[config.mk]
export PLATFORM = sky130hd
export DESIGN_NAME = counter_array
export DESIGN_NICKNAME = d
export VERILOG_FILES = /design/src/include/counter_array_pkg.sv /design/src/logic/pin_edge_sync.sv /design/src/logic/counter_array.sv
export SDC_FILE = /design/constraint.sdc
export NUM_CORES = 1
export LEC_CHECK = 0
export ABC_AREA = 1
export BUFFER_PORTS_ARGS = -buffer_cell sky130_fd_sc_hd__clkbuf_2
export CORE_ASPECT_RATIO = 0.6
export CORE_MARGIN = 4
export CORE_UTILIZATION = 30
export DETAILED_ROUTE_END_ITERATION = 10
export GPL_TIMING_DRIVEN = 0
export PLACE_DENSITY = 0.47
export RECOVER_POWER = 50
export SYNTH_ARGS = -nofsm -noshare
export SYNTH_HDL_FRONTEND = slang
export SYNTH_HIERARCHICAL = 1
export SYNTH_SLANG_ARGS = --single-unit
[constraint.sdc]
create_clock -name MCLK -period 6.3 [get_ports MCLK]
set_input_delay 0.63 -clock MCLK [delete_from_list [all_inputs] [get_ports MCLK]]
set_output_delay 0.63 -clock MCLK [all_outputs]
set_load 0.05 [all_outputs]
[src/include/counter_array_pkg.sv]
// Constants shared by the capture/compare counter array.
`default_nettype none
package counter_array_pkg;

  localparam int NUM_CH = 5;

  // Register addresses on the 8-bit special function register port.
  localparam logic [7:0] ADDR_CONTROL_FLAGS = 8'h00;
  localparam logic [7:0] ADDR_COUNTER_LOW   = 8'h01;
  localparam logic [7:0] ADDR_COUNTER_HIGH  = 8'h02;
  localparam logic [7:0] ADDR_CHANNEL_BASE  = 8'h10;
  localparam logic [7:0] CHANNEL_STRIDE     = 8'h04;
  localparam logic [7:0] OFS_MODE_SELECT    = 8'h00;
  localparam logic [7:0] OFS_COMPARE_LOW    = 8'h01;
  localparam logic [7:0] OFS_COMPARE_HIGH   = 8'h02;

  // Field positions in channel_mode_select.
  localparam int BIT_IRQ_ENABLE      = 0;
  localparam int BIT_PWM_SELECT      = 1;
  localparam int BIT_TOGGLE          = 2;
  localparam int BIT_MATCH_ENABLE    = 3;
  localparam int BIT_CAPTURE_FALLING = 4;
  localparam int BIT_CAPTURE_RISING  = 5;
  localparam int BIT_COMPARATOR_ON   = 6;
  localparam int BIT_WIDE_PWM        = 7;

  // Field positions in array_control_flags.
  localparam int BIT_OVERFLOW_FLAG = 7;

  // Values after reset.
  localparam logic [7:0]  MODE_RESET    = 8'h00;
  localparam logic [7:0]  COMPARE_RESET = 8'h00;
  localparam logic [15:0] COUNTER_RESET = 16'h0000;
  localparam logic [7:0]  READ_UNMAPPED = 8'h00;

endpackage
`default_nettype wire

[src/logic/pin_edge_sync.sv]
// Two-stage pin synchroniser with rising and falling edge detection.
`default_nettype none
module pin_edge_sync (
  input  wire logic clk,
  input  wire logic rst_n,
  input  wire logic pin_async,
  output logic      rise,
  output logic      fall
);

  logic stage1;
  logic stage2;
  logic last;

  // Only stage2 reads stage1; edges compare stage2 with its older copy.
  always_ff @(posedge clk or negedge rst_n) begin
    if (!rst_n) begin
      stage1 <= 1'b0;
      stage2 <= 1'b0;
      last   <= 1'b0;
    end else begin
      stage1 <= pin_async;
      stage2 <= stage1;
      last   <= stage2;
    end
  end

  // A level shorter than one clock may vanish here unseen.
  assign rise = stage2 & ~last;
  assign fall = ~stage2 & last;

endmodule
`default_nettype wire

[src/logic/counter_array.sv]
// Shared 16-bit timebase counter with five capture/compare channels.
`default_nettype none
// Summary of operation
// - Mode bits 3..1 zero give capture; bit 5 rising, bit 4 falling.
// - Bits 6 and 3 give timer; adding 2 toggles; 6, 2, 1 square wave.
// - Bit 1 with bits 5..2 clear (3 free) is PWM; bit 7 picks 16-bit.
// - Channel interrupt asserts while its flag and mode bit 0 are set.
// - Comparator off: toggle/square pin holds, PWM pin held low.
// - Capture edge copies the counter into compare and sets the flag.
// - Hardware never clears a channel flag; only software writes it zero.
// - Timer mode sets the flag when counter equals the compare word.
// - Compare low write clears comparator enable; high write sets it.
// - Toggle mode inverts pin and flags on each 16-bit match.
// - Square wave: low-byte match toggles pin, adds high to low byte.
// - Square wave high byte zero means a half period of 256 ticks.
// - Square wave with match enable flags on full 16-bit equality.
// - 8-bit PWM: pin high on low-byte match, low on low-byte rollover.
// - 8-bit PWM reloads compare low from compare high at rollover.
// - 8-bit PWM with match enable flags on every 8-bit match.
// - 16-bit PWM: high on 16-bit match, low on overflow, optional flag.
// - PWM duty is (256-high)/256 or (65536-word)/65536; zero is 100%.
// - Counter is 16 bits; rollover from all ones sets overflow flag.
// - Five independent channels, each with compare word and own pin.
module counter_array
  import counter_array_pkg::*;
(
  input  wire logic              MCLK,
  input  wire logic              RST_N,
  input  wire logic              COUNT_TICK,
  input  wire logic [7:0]        SFR_ADDR,
  input  wire logic              SFR_WR,
  input  wire logic [7:0]        SFR_WDATA,
  input  wire logic              SFR_RD,
  output logic      [7:0]        SFR_RDATA,
  input  wire logic [NUM_CH-1:0] CHANNEL_PIN_IN,
  output logic      [NUM_CH-1:0] CHANNEL_PIN_OUT,
  output logic      [NUM_CH-1:0] CHANNEL_PIN_OE,
  output logic      [NUM_CH-1:0] CHANNEL_IRQ
);

  // Address of one register of a channel.
  function automatic logic [7:0] chan_addr(input int ch,
                                           input logic [7:0] ofs);
    logic [7:0] idx;
    idx = 8'(ch);
    chan_addr = 8'(ADDR_CHANNEL_BASE + idx * CHANNEL_STRIDE + ofs);
  endfunction

  // Channel operating modes, decided from the mode select byte.
  typedef enum logic [2:0] {
    KIND_CAPTURE,
    KIND_TIMER,
    KIND_TOGGLE,
    KIND_SQUARE,
    KIND_PWM,
    KIND_NONE
  } mode_kind_t;

  // Patterns that name no mode fall to KIND_NONE, where the pin just holds.
  // One decode for all five channels keeps them from drifting apart.
  function automatic mode_kind_t decode_mode(input logic [7:0] m);
    logic no_capt;
    logic tog;
    logic pwm;
    no_capt = ~m[BIT_CAPTURE_RISING] & ~m[BIT_CAPTURE_FALLING];
    tog     = m[BIT_TOGGLE];
    pwm     = m[BIT_PWM_SELECT];
    if (m[3:1] == 3'b000) begin
      decode_mode = KIND_CAPTURE;
    end else if (no_capt & m[BIT_MATCH_ENABLE] & ~tog & ~pwm) begin
      decode_mode = KIND_TIMER;
    end else if (no_capt & m[BIT_MATCH_ENABLE] & tog & ~pwm) begin
      decode_mode = KIND_TOGGLE;
    end else if (no_capt & tog & pwm) begin
      decode_mode = KIND_SQUARE;
    end else if (no_capt & ~tog & pwm) begin
      decode_mode = KIND_PWM;
    end else begin
      decode_mode = KIND_NONE;
    end
  endfunction

  logic [15:0]       count;
  logic [7:0]        count_snapshot;
  logic              overflow_flag;
  logic [NUM_CH-1:0] event_flag;
  logic [7:0]        mode_select   [NUM_CH];
  logic [7:0]        compare_low   [NUM_CH];
  logic [7:0]        compare_high  [NUM_CH];
  logic [NUM_CH-1:0] pin_level;
  logic [NUM_CH-1:0] flag_set;
  logic [NUM_CH-1:0] pin_rise;
  logic [NUM_CH-1:0] pin_fall;
  logic [NUM_CH-1:0] output_mode;

  // Counter and shared decode.
  wire        wr_control   = SFR_WR && (SFR_ADDR == ADDR_CONTROL_FLAGS);
  wire        wr_cnt_low   = SFR_WR && (SFR_ADDR == ADDR_COUNTER_LOW);
  wire        wr_cnt_high  = SFR_WR && (SFR_ADDR == ADDR_COUNTER_HIGH);
  wire        rd_cnt_low   = SFR_RD && (SFR_ADDR == ADDR_COUNTER_LOW);
  wire [15:0] next_count   = 16'(count + 16'h0001);
  // Match and rollover events are judged on the value the tick produces.
  wire        counter_wrap = COUNT_TICK && (next_count == 16'h0000);
  wire        low_wrap     = COUNT_TICK && (next_count[7:0] == 8'h00);

  always_ff @(posedge MCLK or negedge RST_N) begin
    if (!RST_N) begin
      count <= COUNTER_RESET;
    end else if (wr_cnt_low) begin
      count <= {count[15:8], SFR_WDATA};
    end else if (wr_cnt_high) begin
      count <= {SFR_WDATA, count[7:0]};
    end else if (COUNT_TICK) begin
      count <= next_count;
    end
  end

  // Reading the low byte freezes the high byte so a byte pair reads whole.
  always_ff @(posedge MCLK or negedge RST_N) begin
    if (!RST_N) begin
      count_snapshot <= COUNTER_RESET[15:8];
    end else if (rd_cnt_low) begin
      count_snapshot <= count[15:8];
    end
  end

  wire next_overflow = counter_wrap |
                       (wr_control ? SFR_WDATA[BIT_OVERFLOW_FLAG]
                                   : overflow_flag);

  always_ff @(posedge MCLK or negedge RST_N) begin
    if (!RST_N) begin
      overflow_flag <= 1'b0;
    end else begin
      overflow_flag <= next_overflow;
    end
  end

  // Per-channel logic.
  genvar ch;
  generate
    for (ch = 0; ch < NUM_CH; ch++) begin : g_chan
      wire [7:0]  m        = mode_select[ch];
      wire [15:0] cmp_word = {compare_high[ch], compare_low[ch]};
      wire        ecom     = m[BIT_COMPARATOR_ON];
      wire        mat      = m[BIT_MATCH_ENABLE];

      wire wr_mode = SFR_WR && (SFR_ADDR == chan_addr(ch, OFS_MODE_SELECT));
      wire wr_low  = SFR_WR && (SFR_ADDR == chan_addr(ch, OFS_COMPARE_LOW));
      wire wr_high = SFR_WR && (SFR_ADDR == chan_addr(ch, OFS_COMPARE_HIGH));

      // Mode decode.
      mode_kind_t kind;
      assign kind = decode_mode(m);
      wire capture_mode = (kind == KIND_CAPTURE);
      wire timer_mode   = (kind == KIND_TIMER);
      wire toggle_mode  = (kind == KIND_TOGGLE);
      wire square_mode  = (kind == KIND_SQUARE);
      wire pwm_mode     = (kind == KIND_PWM);
      wire wide_pwm     = m[BIT_WIDE_PWM];

      // Comparators.
      wire match16 = COUNT_TICK && (next_count == cmp_word);
      wire match8  = COUNT_TICK && (next_count[7:0] == compare_low[ch]);
      // At rollover the reloaded value is the one that counts, so a high
      // byte of zero sets the pin in the same tick that clears it.
      wire [7:0] pwm8_cmp   = low_wrap ? compare_high[ch] : compare_low[ch];
      wire       pwm8_match = COUNT_TICK &&
                              (next_count[7:0] == pwm8_cmp);

      // Capture.
      wire capture_hit = capture_mode &
                         ((m[BIT_CAPTURE_RISING] & pin_rise[ch]) |
                          (m[BIT_CAPTURE_FALLING] & pin_fall[ch]));

      // Event flag sources.
      wire timer_hit  = ecom & (timer_mode | toggle_mode) &
                        match16;
      wire square_hit = ecom & square_mode & mat & match16;
      wire pwm_hit    = ecom & pwm_mode & mat &
                        (wide_pwm ? match16 : pwm8_match);

      assign flag_set[ch] = capture_hit | timer_hit |
                            square_hit | pwm_hit;

      // Pin drive.
      wire pwm_next   = ~ecom            ? 1'b0 :
                        wide_pwm         ?
                          (match16       ? 1'b1 :
                           counter_wrap  ? 1'b0 : pin_level[ch]) :
                          (pwm8_match    ? 1'b1 :
                           low_wrap      ? 1'b0 : pin_level[ch]);
      wire toggle_now = ecom & ((toggle_mode & match16) |
                                (square_mode & match8));
      wire next_pin   = pwm_mode   ? pwm_next :
                        toggle_now ? ~pin_level[ch] :
                        pin_level[ch];

      // Compare register update. Software writes take precedence.
      // The square wave step wraps inside the byte on purpose, so a high
      // byte of zero leaves the low byte alone and the next match comes
      // a full 256 ticks later.
      wire [7:0] square_step = 8'(compare_low[ch] + compare_high[ch]);
      wire [7:0] next_low    =
        wr_low                                     ? SFR_WDATA :
        capture_hit                                ? count[7:0] :
        (pwm_mode & ~wide_pwm & low_wrap)          ? compare_high[ch] :
        (square_mode & ecom & match8)              ? square_step :
        compare_low[ch];
      wire [7:0] next_high   = wr_high     ? SFR_WDATA :
                               capture_hit ? count[15:8] :
                               compare_high[ch];

      wire [7:0] next_mode =
        wr_mode ? SFR_WDATA :
        wr_low  ? (m & ~(8'h01 << BIT_COMPARATOR_ON)) :
        wr_high ? (m | (8'h01 << BIT_COMPARATOR_ON)) :
        m;

      // Hardware only ever sets the flag; a same-cycle set beats the clear.
      wire next_flag = flag_set[ch] |
                       (wr_control ? SFR_WDATA[ch]
                                   : event_flag[ch]);

      always_ff @(posedge MCLK or negedge RST_N) begin
        if (!RST_N) begin
          mode_select[ch]  <= MODE_RESET;
          compare_low[ch]  <= COMPARE_RESET;
          compare_high[ch] <= COMPARE_RESET;
          pin_level[ch]    <= 1'b0;
          event_flag[ch]   <= 1'b0;
        end else begin
          mode_select[ch]  <= next_mode;
          compare_low[ch]  <= next_low;
          compare_high[ch] <= next_high;
          pin_level[ch]    <= next_pin;
          event_flag[ch]   <= next_flag;
        end
      end

      assign output_mode[ch] = ~capture_mode;

      pin_edge_sync u_sync (
        .clk       (MCLK),
        .rst_n     (RST_N),
        .pin_async (CHANNEL_PIN_IN[ch]),
        .rise      (pin_rise[ch]),
        .fall      (pin_fall[ch])
      );

      assign CHANNEL_IRQ[ch] = event_flag[ch] &
                               m[BIT_IRQ_ENABLE];
    end
  endgenerate

  // The pin is only driven outside capture mode; capture listens instead.
  // A mode change therefore turns the pin around within the same cycle,
  // so the board must tolerate a short undriven spell on the pin.
  assign CHANNEL_PIN_OUT = pin_level;
  assign CHANNEL_PIN_OE  = output_mode;

  // Read path.
  // The data is registered only when a read strobe is seen, so software
  // sees a stable byte even while the counter keeps running underneath.
  logic [7:0] read_value;

  always_comb begin
    read_value = READ_UNMAPPED;
    if (SFR_ADDR == ADDR_CONTROL_FLAGS) begin
      read_value = 8'h00;
      read_value[BIT_OVERFLOW_FLAG] = overflow_flag;
      read_value[NUM_CH-1:0] = event_flag;
    end else if (SFR_ADDR == ADDR_COUNTER_LOW) begin
      read_value = count[7:0];
    end else if (SFR_ADDR == ADDR_COUNTER_HIGH) begin
      read_value = count_snapshot;
    end
    for (int i = 0; i < NUM_CH; i++) begin
      if (SFR_ADDR == chan_addr(i, OFS_MODE_SELECT)) begin
        read_value = mode_select[i];
      end
      if (SFR_ADDR == chan_addr(i, OFS_COMPARE_LOW)) begin
        read_value = compare_low[i];
      end
      if (SFR_ADDR == chan_addr(i, OFS_COMPARE_HIGH)) begin
        read_value = compare_high[i];
      end
    end
  end

  always_ff @(posedge MCLK or negedge RST_N) begin
    if (!RST_N) begin
      SFR_RDATA <= READ_UNMAPPED;
    end else if (SFR_RD) begin
      SFR_RDATA <= read_value;
    end
  end

endmodule
`default_nettype wire

==> Implementation_results.wiki, run 1 <==
{| class="wikitable"
! Metric !! Value
|-
| Internal power contribution || 3.22 mW
|-
| IO Port Bufs || 44
|-
| Cell family contributing the most delay on the critical path || simple AND/OR/NAND/NOR gates
|-
| Leakage Power || 7.98 nW
|-
| Number of setup violations in the final report || 0
|-
| Number of DRC violations after detailed routing || 0
|-
| Vias || 17700
|-
| Part of the Yosys area used for sequential elements || 0.300
|-
| Max Clk Rate || 213 MHz
|-
| Asr flop ratio synth || 1.00
|-
| Kind of path behind the tightest hold check || input pin to flop
|-
| Fraction of power consumed by the clock network || 0.170
|-
| Number of violations of the max-capacitance limit || 5
|-
| Most frequently used flop master after synthesis || sky130_fd_sc_hd__dfrtp_1
|-
| Area of the core || 48300 µm²
|-
| Leading post-synthesis cells by instance count || sky130_fd_sc_hd__nand2_1, sky130_fd_sc_hd__inv_1, sky130_fd_sc_hd__nor2_1
|-
| Clock net sink count || 178
|-
| Number of global-route vias before repair || 16000
|-
| Antenna violations before repair || 5
|-
| Floorplan die area || 53200 µm²
|-
| Net count, final || 2466
|-
| Cells traversed along the worst timing path || inv_1 -> nand2_1 -> nand2_2 -> inv_1 -> nand4_1 -> nor2_1 -> nand4_1 -> nand2_1 -> nor3_1 -> nand2_1 -> nand2_1 -> nor2_1 -> nand2_1 -> nand2_1
|-
| Height of the die || 180 µm
|-
| Number of instances in the synthesized netlist || 2333
|-
| Worst Path Buf+Inv || 2
|-
| P&R area growth vs syn || 11.1%
|-
| Maximum number of pins on one net before global-route repair || 67
|-
| Post-Synthesis Mean Instance Area || 6.36 µm²
|-
| Post-CTS clock slew at the launch and capture registers of the worst setup and hold paths || 0.09 ns
|-
| Post_cts resized || 0
|-
| Net count after synthesis || 2401
|-
| Category of the most critical setup path || flop to flop
|-
| Post-route ant nets || 0
|-
| Switching power as a share of total power || 0.546
|-
| Number of slew-limit violations in the final report || 193
|-
| First-pass GRT wire length || 121000 µm
|-
| Synth top area cells || sky130_fd_sc_hd__dfrtp_1, sky130_fd_sc_hd__nand2_1, sky130_fd_sc_hd__inv_1, sky130_fd_sc_hd__nand3_1, sky130_fd_sc_hd__o21ai_0
|-
| All-Layer GR Usage || 0.321
|-
| Total grt overflow || 0
|-
| Post-detailed-route wirelength per cell || 28.4 µm
|-
| Total power density per cell area || 430 nW/µm²
|-
| Clock skew || 0.0179 ns
|-
| Filler cell count || 5371
|-
| Later-pin clock latency in the skew report || 0.48 ns
|-
| Fraction of layout cells with a size suffix above 1 || 0.0643
|-
| Starting DRC count in detailed routing || 2711
|-
| Distinct cells, synth || 49
|-
| Top-Level Pins || 49
|-
| Kind of start point of the critical path || flop
|-
| Highest-delay cell along the critical path || sky130_fd_sc_hd__nand4_1
|-
| Final weighted congestion in routability-driven placement || 1.04
|-
| Wire length after detailed routing || 86500 µm
|-
| Flops & latches, synth || 178
|-
| Total setup buffers inserted after CTS || 0
|-
| CTS root buffer || sky130_fd_sc_hd__clkbuf_16
|-
| Final Cycle Share || 0.745
|-
| Net switching component of the power || 3.87 mW
|-
| Portion of synthesized cell area occupied by the leading cell type || 0.300
|-
| Count of TritonRoute iterations in the first routing pass || 6
|-
| EDFF count, synth || 0
|-
| HPWL after DPL || 65100 µm
|-
| Time the final worst path needs with I/O delays and setup || 4.70 ns
|-
| WP data arrival || 5.11 ns
|-
| Via density per instance || 5.81
|-
| Die outline width || 295 µm
|-
| Initial Utilization || 0.307
|-
| Maximum net fanout on the critical path || 10
|-
| Clock tree from TritonCTS || built
|-
| Number of buffers created by CTS || 17
|-
| Actual transition at the worst max-transition pin || 3.15 ns
|-
| Violated checks || max-capacitance violations, max-slew violations
|-
| CTS H-tree depth || 4
|-
| Post-synth top area cell || sky130_fd_sc_hd__dfrtp_1
|-
| Area of the mapped netlist || 14800 µm²
|-
| Number of placement rows || 62
|-
| Relative max-transition margin || -1.10
|-
| Sum Neg Setup Slack || 0 ns
|-
| Most instantiated library cell after synthesis || sky130_fd_sc_hd__nand2_1
|-
| Worst hold-check slack || 0.252 ns
|-
| Part of the total power dissipated in combinational logic || 0.549
|-
| Worst path required time || 6.72 ns
|-
| Final Hold Violating Endpoints || 0
|-
| Deepest clock path buffer count || 2
|-
| Sequential fraction of design power || 0.281
|-
| Status || finished with violations
|-
| Synthesis Warnings || 6
|-
| Number of hold-repair buffers added at the cts stage || 0
|-
| RSZ-0062 raised after global routing || false
|-
| Crit-path max cell delay || 0.79 ns
|-
| Critical Path Sink Type || flop
|-
| Worst VDD drop || 0.000219 V
|-
| Most prevalent standard cell on the critical path || sky130_fd_sc_hd__nand2_1
|-
| Total power of the final layout || 7.08 mW
|}
layout by cell type, fill, tap and decap left out, drive strengths merged, types with 3 or more instances in the layout:
master	Yosys	final
and2	3	3
a22o	5	5
inv	298	306
nand3	191	191
ha	37	37
a22oi	26	26
buf	31	31
dfrtp	178	178
nor2	212	212
xor2	36	36
o21ai	197	197
clkinv	6	12
o22ai	3	3
nor3	36	36
nand2	730	730
nor4	8	8
fa	5	5
clkbuf	43	106
o2111ai	5	5
a21oi	88	88
nand4	73	73
or2	12	12
o221ai	42	42
nand3b	10	10
o211ai	38	38
xnor2	7	7
logic make-up after synthesis:
| logic type | synth area share |
|---|---|
| adder cells (fa/ha/maj) | 0.0380 |
| AND/OR/NAND/NOR | 0.371 |
| XOR/XNOR | 0.0254 |
| flip-flops | 0.300 |
| AO/OA/AOI/OAI | 0.165 |
| buffers and inverters | 0.100 |
cell type report:
cell class / instances / area, µm² / share of cell area
Antenna cell: 1 / 2.50 / 0.000152
Buffer: 74 / 349 / 0.0212
Clock buffer: 17 / 425 / 0.0258
Clock inverter: 15 / 188 / 0.0114
Inverter: 304 / 1140 / 0.0693
Multi-Input combinational cell: 1777 / 8890 / 0.539
Sequential cell: 178 / 4450 / 0.270
Tap cell: 640 / 801 / 0.0486
Timing Repair Buffer: 46 / 229 / 0.0139
path summary, 6_finish.rpt:
path                                         start  depth (start not counted)                       to  slack, ns
max                                       count[4]                         14       CHANNEL_PIN_OUT[3]       1.60
min                              CHANNEL_PIN_IN[0]                          1  g_chan[0].u_sync/stage1       0.25
max reg2reg                               count[4]                         14       CHANNEL_PIN_OUT[3]       1.60
min reg2reg                g_chan[0].u_sync/stage1                          0  g_chan[0].u_sync/stage2       0.36
max in group asynchronous                    RST_N                          2          compare_low[23]       1.93
min in group asynchronous                    RST_N                          1          compare_low[33]       1.19
metrics by stage:
stage                     worst slack (ns)  std cells   util  instance area [µm²]
after global placement               0.596       3017  0.328                15900
after detailed placement              1.99       3019  0.329                15900
after CTS                             1.97       3051  0.342                16500
after global routing                  1.18       3051  0.341                16500
after floorplan                       3.85       2333      -                14800
final                                 1.60       3052  0.341                16500
state kept, by name (all words and copies together) (netlist names):
name and cells:
compare_low 40, g_chan.u_sync/stage2 5, SFR_RDATA 8, compare_high 40, count_snapshot 8, CHANNEL_PIN_OUT 5
g_chan.m 40, event_flag 5, g_chan.u_sync/last 5, count 16, overflow_flag 1, g_chan.u_sync/stage1 5
metal layers:
metal	up-vias	wire (µm)	GRT usage
met5	-	33	0
met4	6	3080	0.102
met3	164	13400	0.140
met2	1187	31800	0.409
met1	8511	38200	0.475
li1	7866	-	-
power by group through the flow:
stage | combinational [mW] | clock (mW) | sequential (mW)
final | 3.89 | 1.20 | 1.99
after global routing | 4.23 | 1.25 | 1.99
after CTS | 3.74 | 1.22 | 1.94
after detailed placement | 3.72 | 0 | 1.97
after global placement | 3.71 | 0 | 1.97
after floorplan | 2.49 | 0 | 1.74
Note: power is estimated with default switching activity, not from simulation.
==> run 2, diff against run 1 <==
==> constraint.sdc (replaced) <==
create_clock -name MCLK -period 4.45 [get_ports MCLK]
set_input_delay 0.445 -clock MCLK [delete_from_list [all_inputs] [get_ports MCLK]]
set_output_delay 0.445 -clock MCLK [all_outputs]
set_load 0.05 [all_outputs]
==> Implementation_results.wiki, run 2 (synthesis results as in run 1) <==
{| class="wikitable"
! Metric !! Value
|-
| Clock skew || 0.0165 ns (was 0.0179 ns)
|-
| Most common cell after layout, fill and taps aside || sky130_fd_sc_hd__nand2_1 (unchanged)
|-
| Relative max-transition margin || -1.28 (was -1.10)
|-
| Antenna violations before repair || 5 (unchanged)
|-
| Initial Utilization || 0.307 (unchanged)
|-
| Post-detailed-route wirelength per cell || 28.3 µm (was 28.4 µm)
|-
| Kind of start point of the critical path || flop (unchanged)
|-
| Sum Neg Setup Slack || -0.128 ns (was 0 ns)
|-
| Status || finished with violations (unchanged)
|-
| Number of global-route vias before repair || 16000 (unchanged)
|-
| Net count, final || 2472 (was 2466)
|-
| Number of instances in the placed design || 3019 (unchanged)
|-
| Number of slew-limit violations in the final report || 69 (was 193)
|-
| Number of placement rows || 62 (unchanged)
|-
| Number of buffers created by CTS || 17 (unchanged)
|-
| Die outline width || 295 µm (unchanged)
|-
| HPWL after DPL || 65100 µm (unchanged)
|-
| Violated checks || max-capacitance violations, max-slew violations, negative setup slack (was max-capacitance violations, max-slew violations)
|-
| Number of violations of the max-capacitance limit || 3 (was 5)
|-
| Final weighted congestion in routability-driven placement || 1.04 (unchanged)
|-
| Post-route worst setup slack || -0.0757 ns (was 1.60 ns)
|-
| First-pass GRT wire length || 121000 µm (unchanged)
|-
| Floorplan die area || 53200 µm² (unchanged)
|-
| Count of TritonRoute iterations in the first routing pass || 7 (was 6)
|-
| Non-filler cells in the finished layout || 3058 (was 3052)
|-
| Worst path required time || 4.82 ns (was 6.72 ns)
|-
| Worst VDD drop || 0.000312 V (was 0.000219 V)
|-
| Hold_sp || CHANNEL_PIN_IN[0] (unchanged)
|-
| Total grt overflow || 0 (unchanged)
|-
| Height of the die || 180 µm (unchanged)
|-
| Starting DRC count in detailed routing || 2792 (was 2711)
|-
| Later-pin clock latency in the skew report || 0.48 ns (about the same)
|-
| Area of the core || 48300 µm² (unchanged)
|-
| Total power density per cell area || 609 nW/µm² (was 430 nW/µm²)
|-
| Wire length after detailed routing || 86700 µm (was 86500 µm)
|-
| Post-CTS clock slew at the launch and capture registers of the worst setup and hold paths || 0.09 ns (about the same)
|-
| Category of the most critical setup path || flop to flop (unchanged)
|-
| Maximum number of pins on one net before global-route repair || 67 (unchanged)
|-
| Worst setup startpoint || count[4] (unchanged)
|-
| Via density per instance || 5.83 (was 5.81)
|-
| Actual transition at the worst max-transition pin || 3.42 ns (was 3.15 ns)
|-
| IO Port Bufs || 44 (unchanged)
|-
| Final Hold Violating Endpoints || 0 (unchanged)
|-
| P&R area growth vs syn || 11.9% (was 11.1%)
|-
| Final Core Density || 0.343 (was 0.341)
|-
| Number of DRC violations after detailed routing || 0 (unchanged)
|-
| CTS root buffer || sky130_fd_sc_hd__clkbuf_16 (unchanged)
|-
| Vias || 17800 (was 17700)
|-
| WP data arrival || 4.89 ns (was 5.11 ns)
|-
| Top-Level Pins || 49 (unchanged)
|-
| Total power of the final layout || 10.1 mW (was 7.08 mW)
|-
| All-Layer GR Usage || 0.321 (unchanged)
|-
| Max Clk Rate || 221 MHz (was 213 MHz)
|-
| Clock net sink count || 178 (unchanged)
|-
| Maximum net fanout on the critical path || 10 (unchanged)
|-
| Fraction of layout cells with a size suffix above 1 || 0.0670 (was 0.0643)
|-
| Leakage Power || 8.03 nW (was 7.98 nW)
|-
| Filler cell count || 5367 (was 5371)
|-
| Crit Reg-Reg Startpoint || count[4] (unchanged)
|-
| Critical Path Sink Type || flop (unchanged)
|-
| Final Cycle Share || 1.02 (was 0.745)
|-
| Time the final worst path needs with I/O delays and setup || 4.53 ns (was 4.70 ns)
|-
| RSZ-0062 raised after global routing || false (unchanged)
|-
| Kind of path behind the tightest hold check || input pin to flop (unchanged)
|-
| Number of setup violations in the final report || 4 (was 0)
|-
| Post-route ant nets || 0 (unchanged)
|-
| Clock tree from TritonCTS || built (unchanged)
|-
| Highest-count cells in the layout ignoring fill and taps || sky130_fd_sc_hd__nand2_1, sky130_fd_sc_hd__inv_1, sky130_fd_sc_hd__nor2_1 (unchanged)
|-
| Deepest clock path buffer count || 2 (unchanged)
|-
| CTS H-tree depth || 4 (unchanged)
|}
## run 2: changes by cell type in the layout (fill, tap and decap cells not counted), sizes merged
cell	delta
buf	+7
clkbuf	-2
clkinvlp	+2
dlygate4sd3	+1
inv	-2
## run 2: path summary, 6_finish.rpt
check                                          end  slack, ns  cells past startpoint
setup / recovery                CHANNEL_PIN_OUT[4]      -0.08                     15
hold / removal             g_chan[0].u_sync/stage1       0.06                      1
setup reg to reg                CHANNEL_PIN_OUT[4]      -0.08                     15
hold reg to reg            g_chan[0].u_sync/stage2       0.36                      0
max in group asynchronous       CHANNEL_PIN_OUT[3]       0.85                      2
min in group asynchronous          compare_low[33]       1.66                      2
## run 2: metal layers
metal  GRT usage  vias to the layer above  routed length, µm
met2       0.409                     1187              32000
met5           0                        -                 33
met3       0.140                      158              13200
met4       0.102                        6               3090
li1            -                     7875                  -
met1       0.475                     8590              38300
## run 2: final cells by class
| cell class | count | area (µm²) | share of cell area |
|---|---|---|---|
| flip-flops and latches | 178 | 4450 | 0.269 |
| clock buffers | 17 | 425 | 0.0256 |
| diodes | 1 | 2.50 | 0.000151 |
| plain buffers | 74 | 349 | 0.0210 |
| repair buffers | 52 | 334 | 0.0201 |
| inverters | 304 | 1150 | 0.0692 |
| multi-input cells | 1777 | 8890 | 0.536 |
| clock inverters | 15 | 188 | 0.0113 |
| well taps | 640 | 801 | 0.0483 |
## run 2: through the flow
stage / setup slack (ns) / hold WS (ns) / cell area, µm²
6_report: -0.0757 / 0.0642 / 16600
5_1_grt: 0.0399 / 0.0546 / 16600
4_1_cts: 0.121 / 0.0553 / 16500
3_5_place_dp: 0.144 / 0.338 / 15900
3_3_place_gp: -1.07 / 0.332 / 15900
2_1_floorplan: 2.06 / 0.149 / 14800
## run 2: timing repair
item | CTS | global route
buffers inserted | 0 | 5
hold buffers | 1 | 0
setup endpoints to repair | 0 | 7
hold endpoints to repair | 50 | 0
gates resized for setup | 0 | 2
## run 2: power by group
part	switching, mW	internal [mW]
logic	3.80	1.77
clock network	0.896	0.813
registers	0.810	2.01
total	5.51	4.59
## run 2: critical path: stages, from the launching register on
cell	delay (ns)
sky130_fd_sc_hd__dfrtp_1	0.68
sky130_fd_sc_hd__clkinvlp_4	0.64
sky130_fd_sc_hd__nand2_1	0.28
sky130_fd_sc_hd__nand3_1	0.11
sky130_fd_sc_hd__nor2_2	0.40
sky130_fd_sc_hd__nand2_1	0.18
sky130_fd_sc_hd__nor2_4	0.58
sky130_fd_sc_hd__buf_2	0.62
sky130_fd_sc_hd__nand2_1	0.11
sky130_fd_sc_hd__nand3b_1	0.12
sky130_fd_sc_hd__nor2_1	0.05
sky130_fd_sc_hd__nand3_1	0.20
sky130_fd_sc_hd__nand2_1	0.12
sky130_fd_sc_hd__a21boi_2	0.17
sky130_fd_sc_hd__nand3_1	0.07
sky130_fd_sc_hd__nand2_1	0.05
==> run 3, diff against run 2 <==
--- a/config.mk
+++ b/config.mk
@@ -14,6 +14,7 @@
 export GPL_TIMING_DRIVEN = 0
 export PLACE_DENSITY = 0.47
 export RECOVER_POWER = 50
+export SETUP_SLACK_MARGIN = 0.2
 export SYNTH_ARGS = -nofsm -noshare
 export SYNTH_HDL_FRONTEND = slang
 export SYNTH_HIERARCHICAL = 1
==> Implementation_results.wiki, run 3 (synthesis results as in run 1) <==
{| class="wikitable"
! Metric !! Value
|-
| Post-detailed-placement cell area || 15900 µm² (unchanged)
|-
| WP data arrival || 4.58 ns (was 4.89 ns)
|-
| Crit-path max cell delay || 0.62 ns (was 0.68 ns)
|-
| Later-pin clock latency in the skew report || 0.48 ns (about the same)
|-
| Final Cycle Share || 0.946 (was 1.02)
|-
| Wire length after detailed routing || 86700 µm (about the same)
|-
| Via density per instance || 5.81 (was 5.83)
|-
| Internal power contribution || 4.59 mW (about the same)
|-
| First-pass GRT wire length || 121000 µm (about the same)
|-
| All-Layer GR Usage || 0.321 (about the same)
|-
| Total non-filler cell area in the finished layout || 16600 µm² (about the same)
|-
| Time the final worst path needs with I/O delays and setup || 4.21 ns (was 4.53 ns)
|-
| Filler cell count || 5363 (was 5367)
|-
| Number of placement rows || 62 (unchanged)
|-
| Relative max-transition margin || -1.27 (was -1.28)
|-
| Critical Path Sink Type || flop (unchanged)
|-
| RSZ-0062 raised after global routing || false (unchanged)
|-
| Starting DRC count in detailed routing || 2918 (was 2792)
|-
| Clock net sink count || 178 (unchanged)
|-
| Clock skew || 0.0196 ns (was 0.0165 ns)
|-
| Non-filler cells in the finished layout || 3061 (was 3058)
|-
| Number of buffers created by CTS || 17 (unchanged)
|-
| Final Hold Violating Endpoints || 0 (unchanged)
|-
| Status || finished with violations (unchanged)
|-
| Category of the most critical setup path || flop to flop (unchanged)
|-
| Violated checks || max-capacitance violations, max-slew violations (was max-capacitance violations, max-slew violations, negative setup slack)
|-
| Count of TritonRoute iterations in the first routing pass || 8 (was 7)
|-
| Clock tree from TritonCTS || built (unchanged)
|-
| Initial Utilization || 0.307 (unchanged)
|-
| Most common cell after layout, fill and taps aside || sky130_fd_sc_hd__nand2_1 (unchanged)
|-
| Switching power as a share of total power || 0.545 (about the same)
|-
| Area of the core || 48300 µm² (unchanged)
|-
| Net switching component of the power || 5.50 mW (was 5.51 mW)
|-
| Number of setup violations in the final report || 0 (was 4)
|-
| Cell family contributing the most delay on the critical path || simple AND/OR/NAND/NOR gates (unchanged)
|-
| Maximum number of pins on one net before global-route repair || 67 (unchanged)
|-
| IO Port Bufs || 44 (unchanged)
|-
| CP Depth || 16 (was 15)
|-
| Max Clk Rate || 238 MHz (was 221 MHz)
|-
| Antenna violations before repair || 5 (unchanged)
|-
| CTS H-tree depth || 4 (unchanged)
|-
| Vias || 17800 (about the same)
|-
| Number of DRC violations after detailed routing || 0 (unchanged)
|-
| Deepest clock path buffer count || 2 (unchanged)
|-
| Worst hold-check slack || 0.0621 ns (was 0.0642 ns)
|-
| Actual transition at the worst max-transition pin || 3.41 ns (was 3.42 ns)
|-
| Number of cells on the worst hold path || 1 (unchanged)
|-
| Highest-count cells in the layout ignoring fill and taps || sky130_fd_sc_hd__nand2_1, sky130_fd_sc_hd__inv_1, sky130_fd_sc_hd__nor2_1 (unchanged)
|-
| Worst path required time || 4.82 ns (about the same)
|-
| Height of the die || 180 µm (unchanged)
|-
| Post-CTS clock slew at the launch and capture registers of the worst setup and hold paths || 0.09 ns (about the same)
|-
| Highest-delay cell along the critical path || sky130_fd_sc_hd__buf_2 (was sky130_fd_sc_hd__dfrtp_1)
|-
| Total power density per cell area || 608 nW/µm² (was 609 nW/µm²)
|-
| Leakage Power || 8.04 nW (was 8.03 nW)
|-
| Most prevalent standard cell on the critical path || sky130_fd_sc_hd__nand2_1 (unchanged)
|-
| Die outline width || 295 µm (unchanged)
|-
| Kind of start point of the critical path || flop (unchanged)
|-
| Kind of path behind the tightest hold check || input pin to flop (unchanged)
|-
| Worst Reg2Reg Path Length in Cells || 16 (was 15)
|-
| P&R area growth vs syn || 11.9% (about the same)
|-
| Top-Level Pins || 49 (unchanged)
|-
| Sequential fraction of design power || 0.279 (about the same)
|-
| Worst Path Buf+Inv || 2 (unchanged)
|-
| Number of global-route vias before repair || 16100 (was 16000)
|-
| Worst VDD drop || 0.000312 V (about the same)
|-
| Floorplan die area || 53200 µm² (unchanged)
|-
| Number of instances in the placed design || 3019 (unchanged)
|-
| Post-detailed-route wirelength per cell || 28.3 µm (about the same)
|-
| Maximum net fanout on the critical path || 10 (unchanged)
|-
| Cells traversed along the worst timing path || inv_1 -> nor2_2 -> nand2_1 -> nand3_1 -> nor2_2 -> nand2_1 -> nor2_4 -> buf_2 -> nand2_1 -> nand3b_1 -> nor2_1 -> nand3_1 -> nand2_1 -> a21boi_2 -> nand3_1 -> nand2_1 (was clkinvlp_4 -> nand2_1 -> nand3_1 -> nor2_2 -> nand2_1 -> nor2_4 -> buf_2 -> nand2_1 -> nand3b_1 -> nor2_1 -> nand3_1 -> nand2_1 -> a21boi_2 -> nand3_1 -> nand2_1)
|-
| Number of slew-limit violations in the final report || 51 (was 69)
|-
| CTS root buffer || sky130_fd_sc_hd__clkbuf_16 (unchanged)
|-
| Fraction of layout cells with a size suffix above 1 || 0.0682 (was 0.0670)
|-
| Post-route ant nets || 0 (unchanged)
|-
| Fraction of power consumed by the clock network || 0.169 (about the same)
|-
| Part of the total power dissipated in combinational logic || 0.552 (about the same)
|-
| Number of violations of the max-capacitance limit || 1 (was 3)
|-
| HPWL after DPL || 65100 µm (unchanged)
|-
| Net count, final || 2475 (was 2472)
|-
| Total grt overflow || 0 (unchanged)
|-
| Final weighted congestion in routability-driven placement || 1.04 (unchanged)
|}
-- run 3: power groups by stage --
stage | Combinational [mW] | Clock [mW] | Sequential [mW]
floorplan | 3.52 | 0 | 2.47
global placement | 5.26 | 0 | 2.79
detailed placement | 5.27 | 0 | 2.78
CTS | 5.30 | 1.73 | 2.75
global route | 6.05 | 1.77 | 2.82
finish | 5.57 | 1.71 | 2.81
-- run 3: cell type report --
| type | instances | area, µm² | share of cell area |
|---|---|---|---|
| timing repair buffer | 55 | 344 | 0.0207 |
| multi-input combinational | 1777 | 8890 | 0.535 |
| clock buffer | 17 | 425 | 0.0256 |
| buffer | 74 | 349 | 0.0210 |
| antenna | 1 | 2.50 | 0.000151 |
| tap | 640 | 801 | 0.0482 |
| sequential | 178 | 4450 | 0.268 |
| clock inverter | 15 | 188 | 0.0113 |
| inverter | 304 | 1150 | 0.0692 |
-- run 3: through the flow --
step	total power [mW]	TNS [ns]	worst slack [ns]	utilization
final	10.1	0	0.242	0.343
after global routing	10.6	0	0.238	0.343
after CTS	9.78	0	0.319	0.342
after detailed placement	8.05	0	0.144	0.329
after global placement	8.05	-184.19	-1.07	0.328
after floorplan	5.99	0	2.06	-
-- run 3: final timing paths --
kind	to	slack (ns)	start
hold / removal	g_chan[0].u_sync/stage1	0.06	CHANNEL_PIN_IN[0]
hold reg to reg	g_chan[0].u_sync/stage2	0.36	g_chan[0].u_sync/stage1
max in group asynchronous	CHANNEL_PIN_OUT[3]	0.85	RST_N
min in group asynchronous	compare_low[33]	1.66	RST_N
setup reg to reg	CHANNEL_PIN_OUT[4]	0.24	count[0]
setup / recovery	CHANNEL_PIN_OUT[4]	0.24	count[0]
-- run 3: timing repair --
action	CTS	global route
buffers inserted	2	6
pin swaps	1	0
hold endpoints to repair	50	0
setup endpoints to repair	2	11
gates resized for setup	0	2
cloned	0	0
hold buffers	1	0
-- run 3: metal layers --
metal / GRT usage / vias up / wire length [µm]
li1: - / 7882 / -
met1: 0.477 / 8595 / 39000
met2: 0.409 / 1141 / 32200
met3: 0.137 / 171 / 12600
met4: 0.104 / 8 / 3000
met5: 0 / - / 46
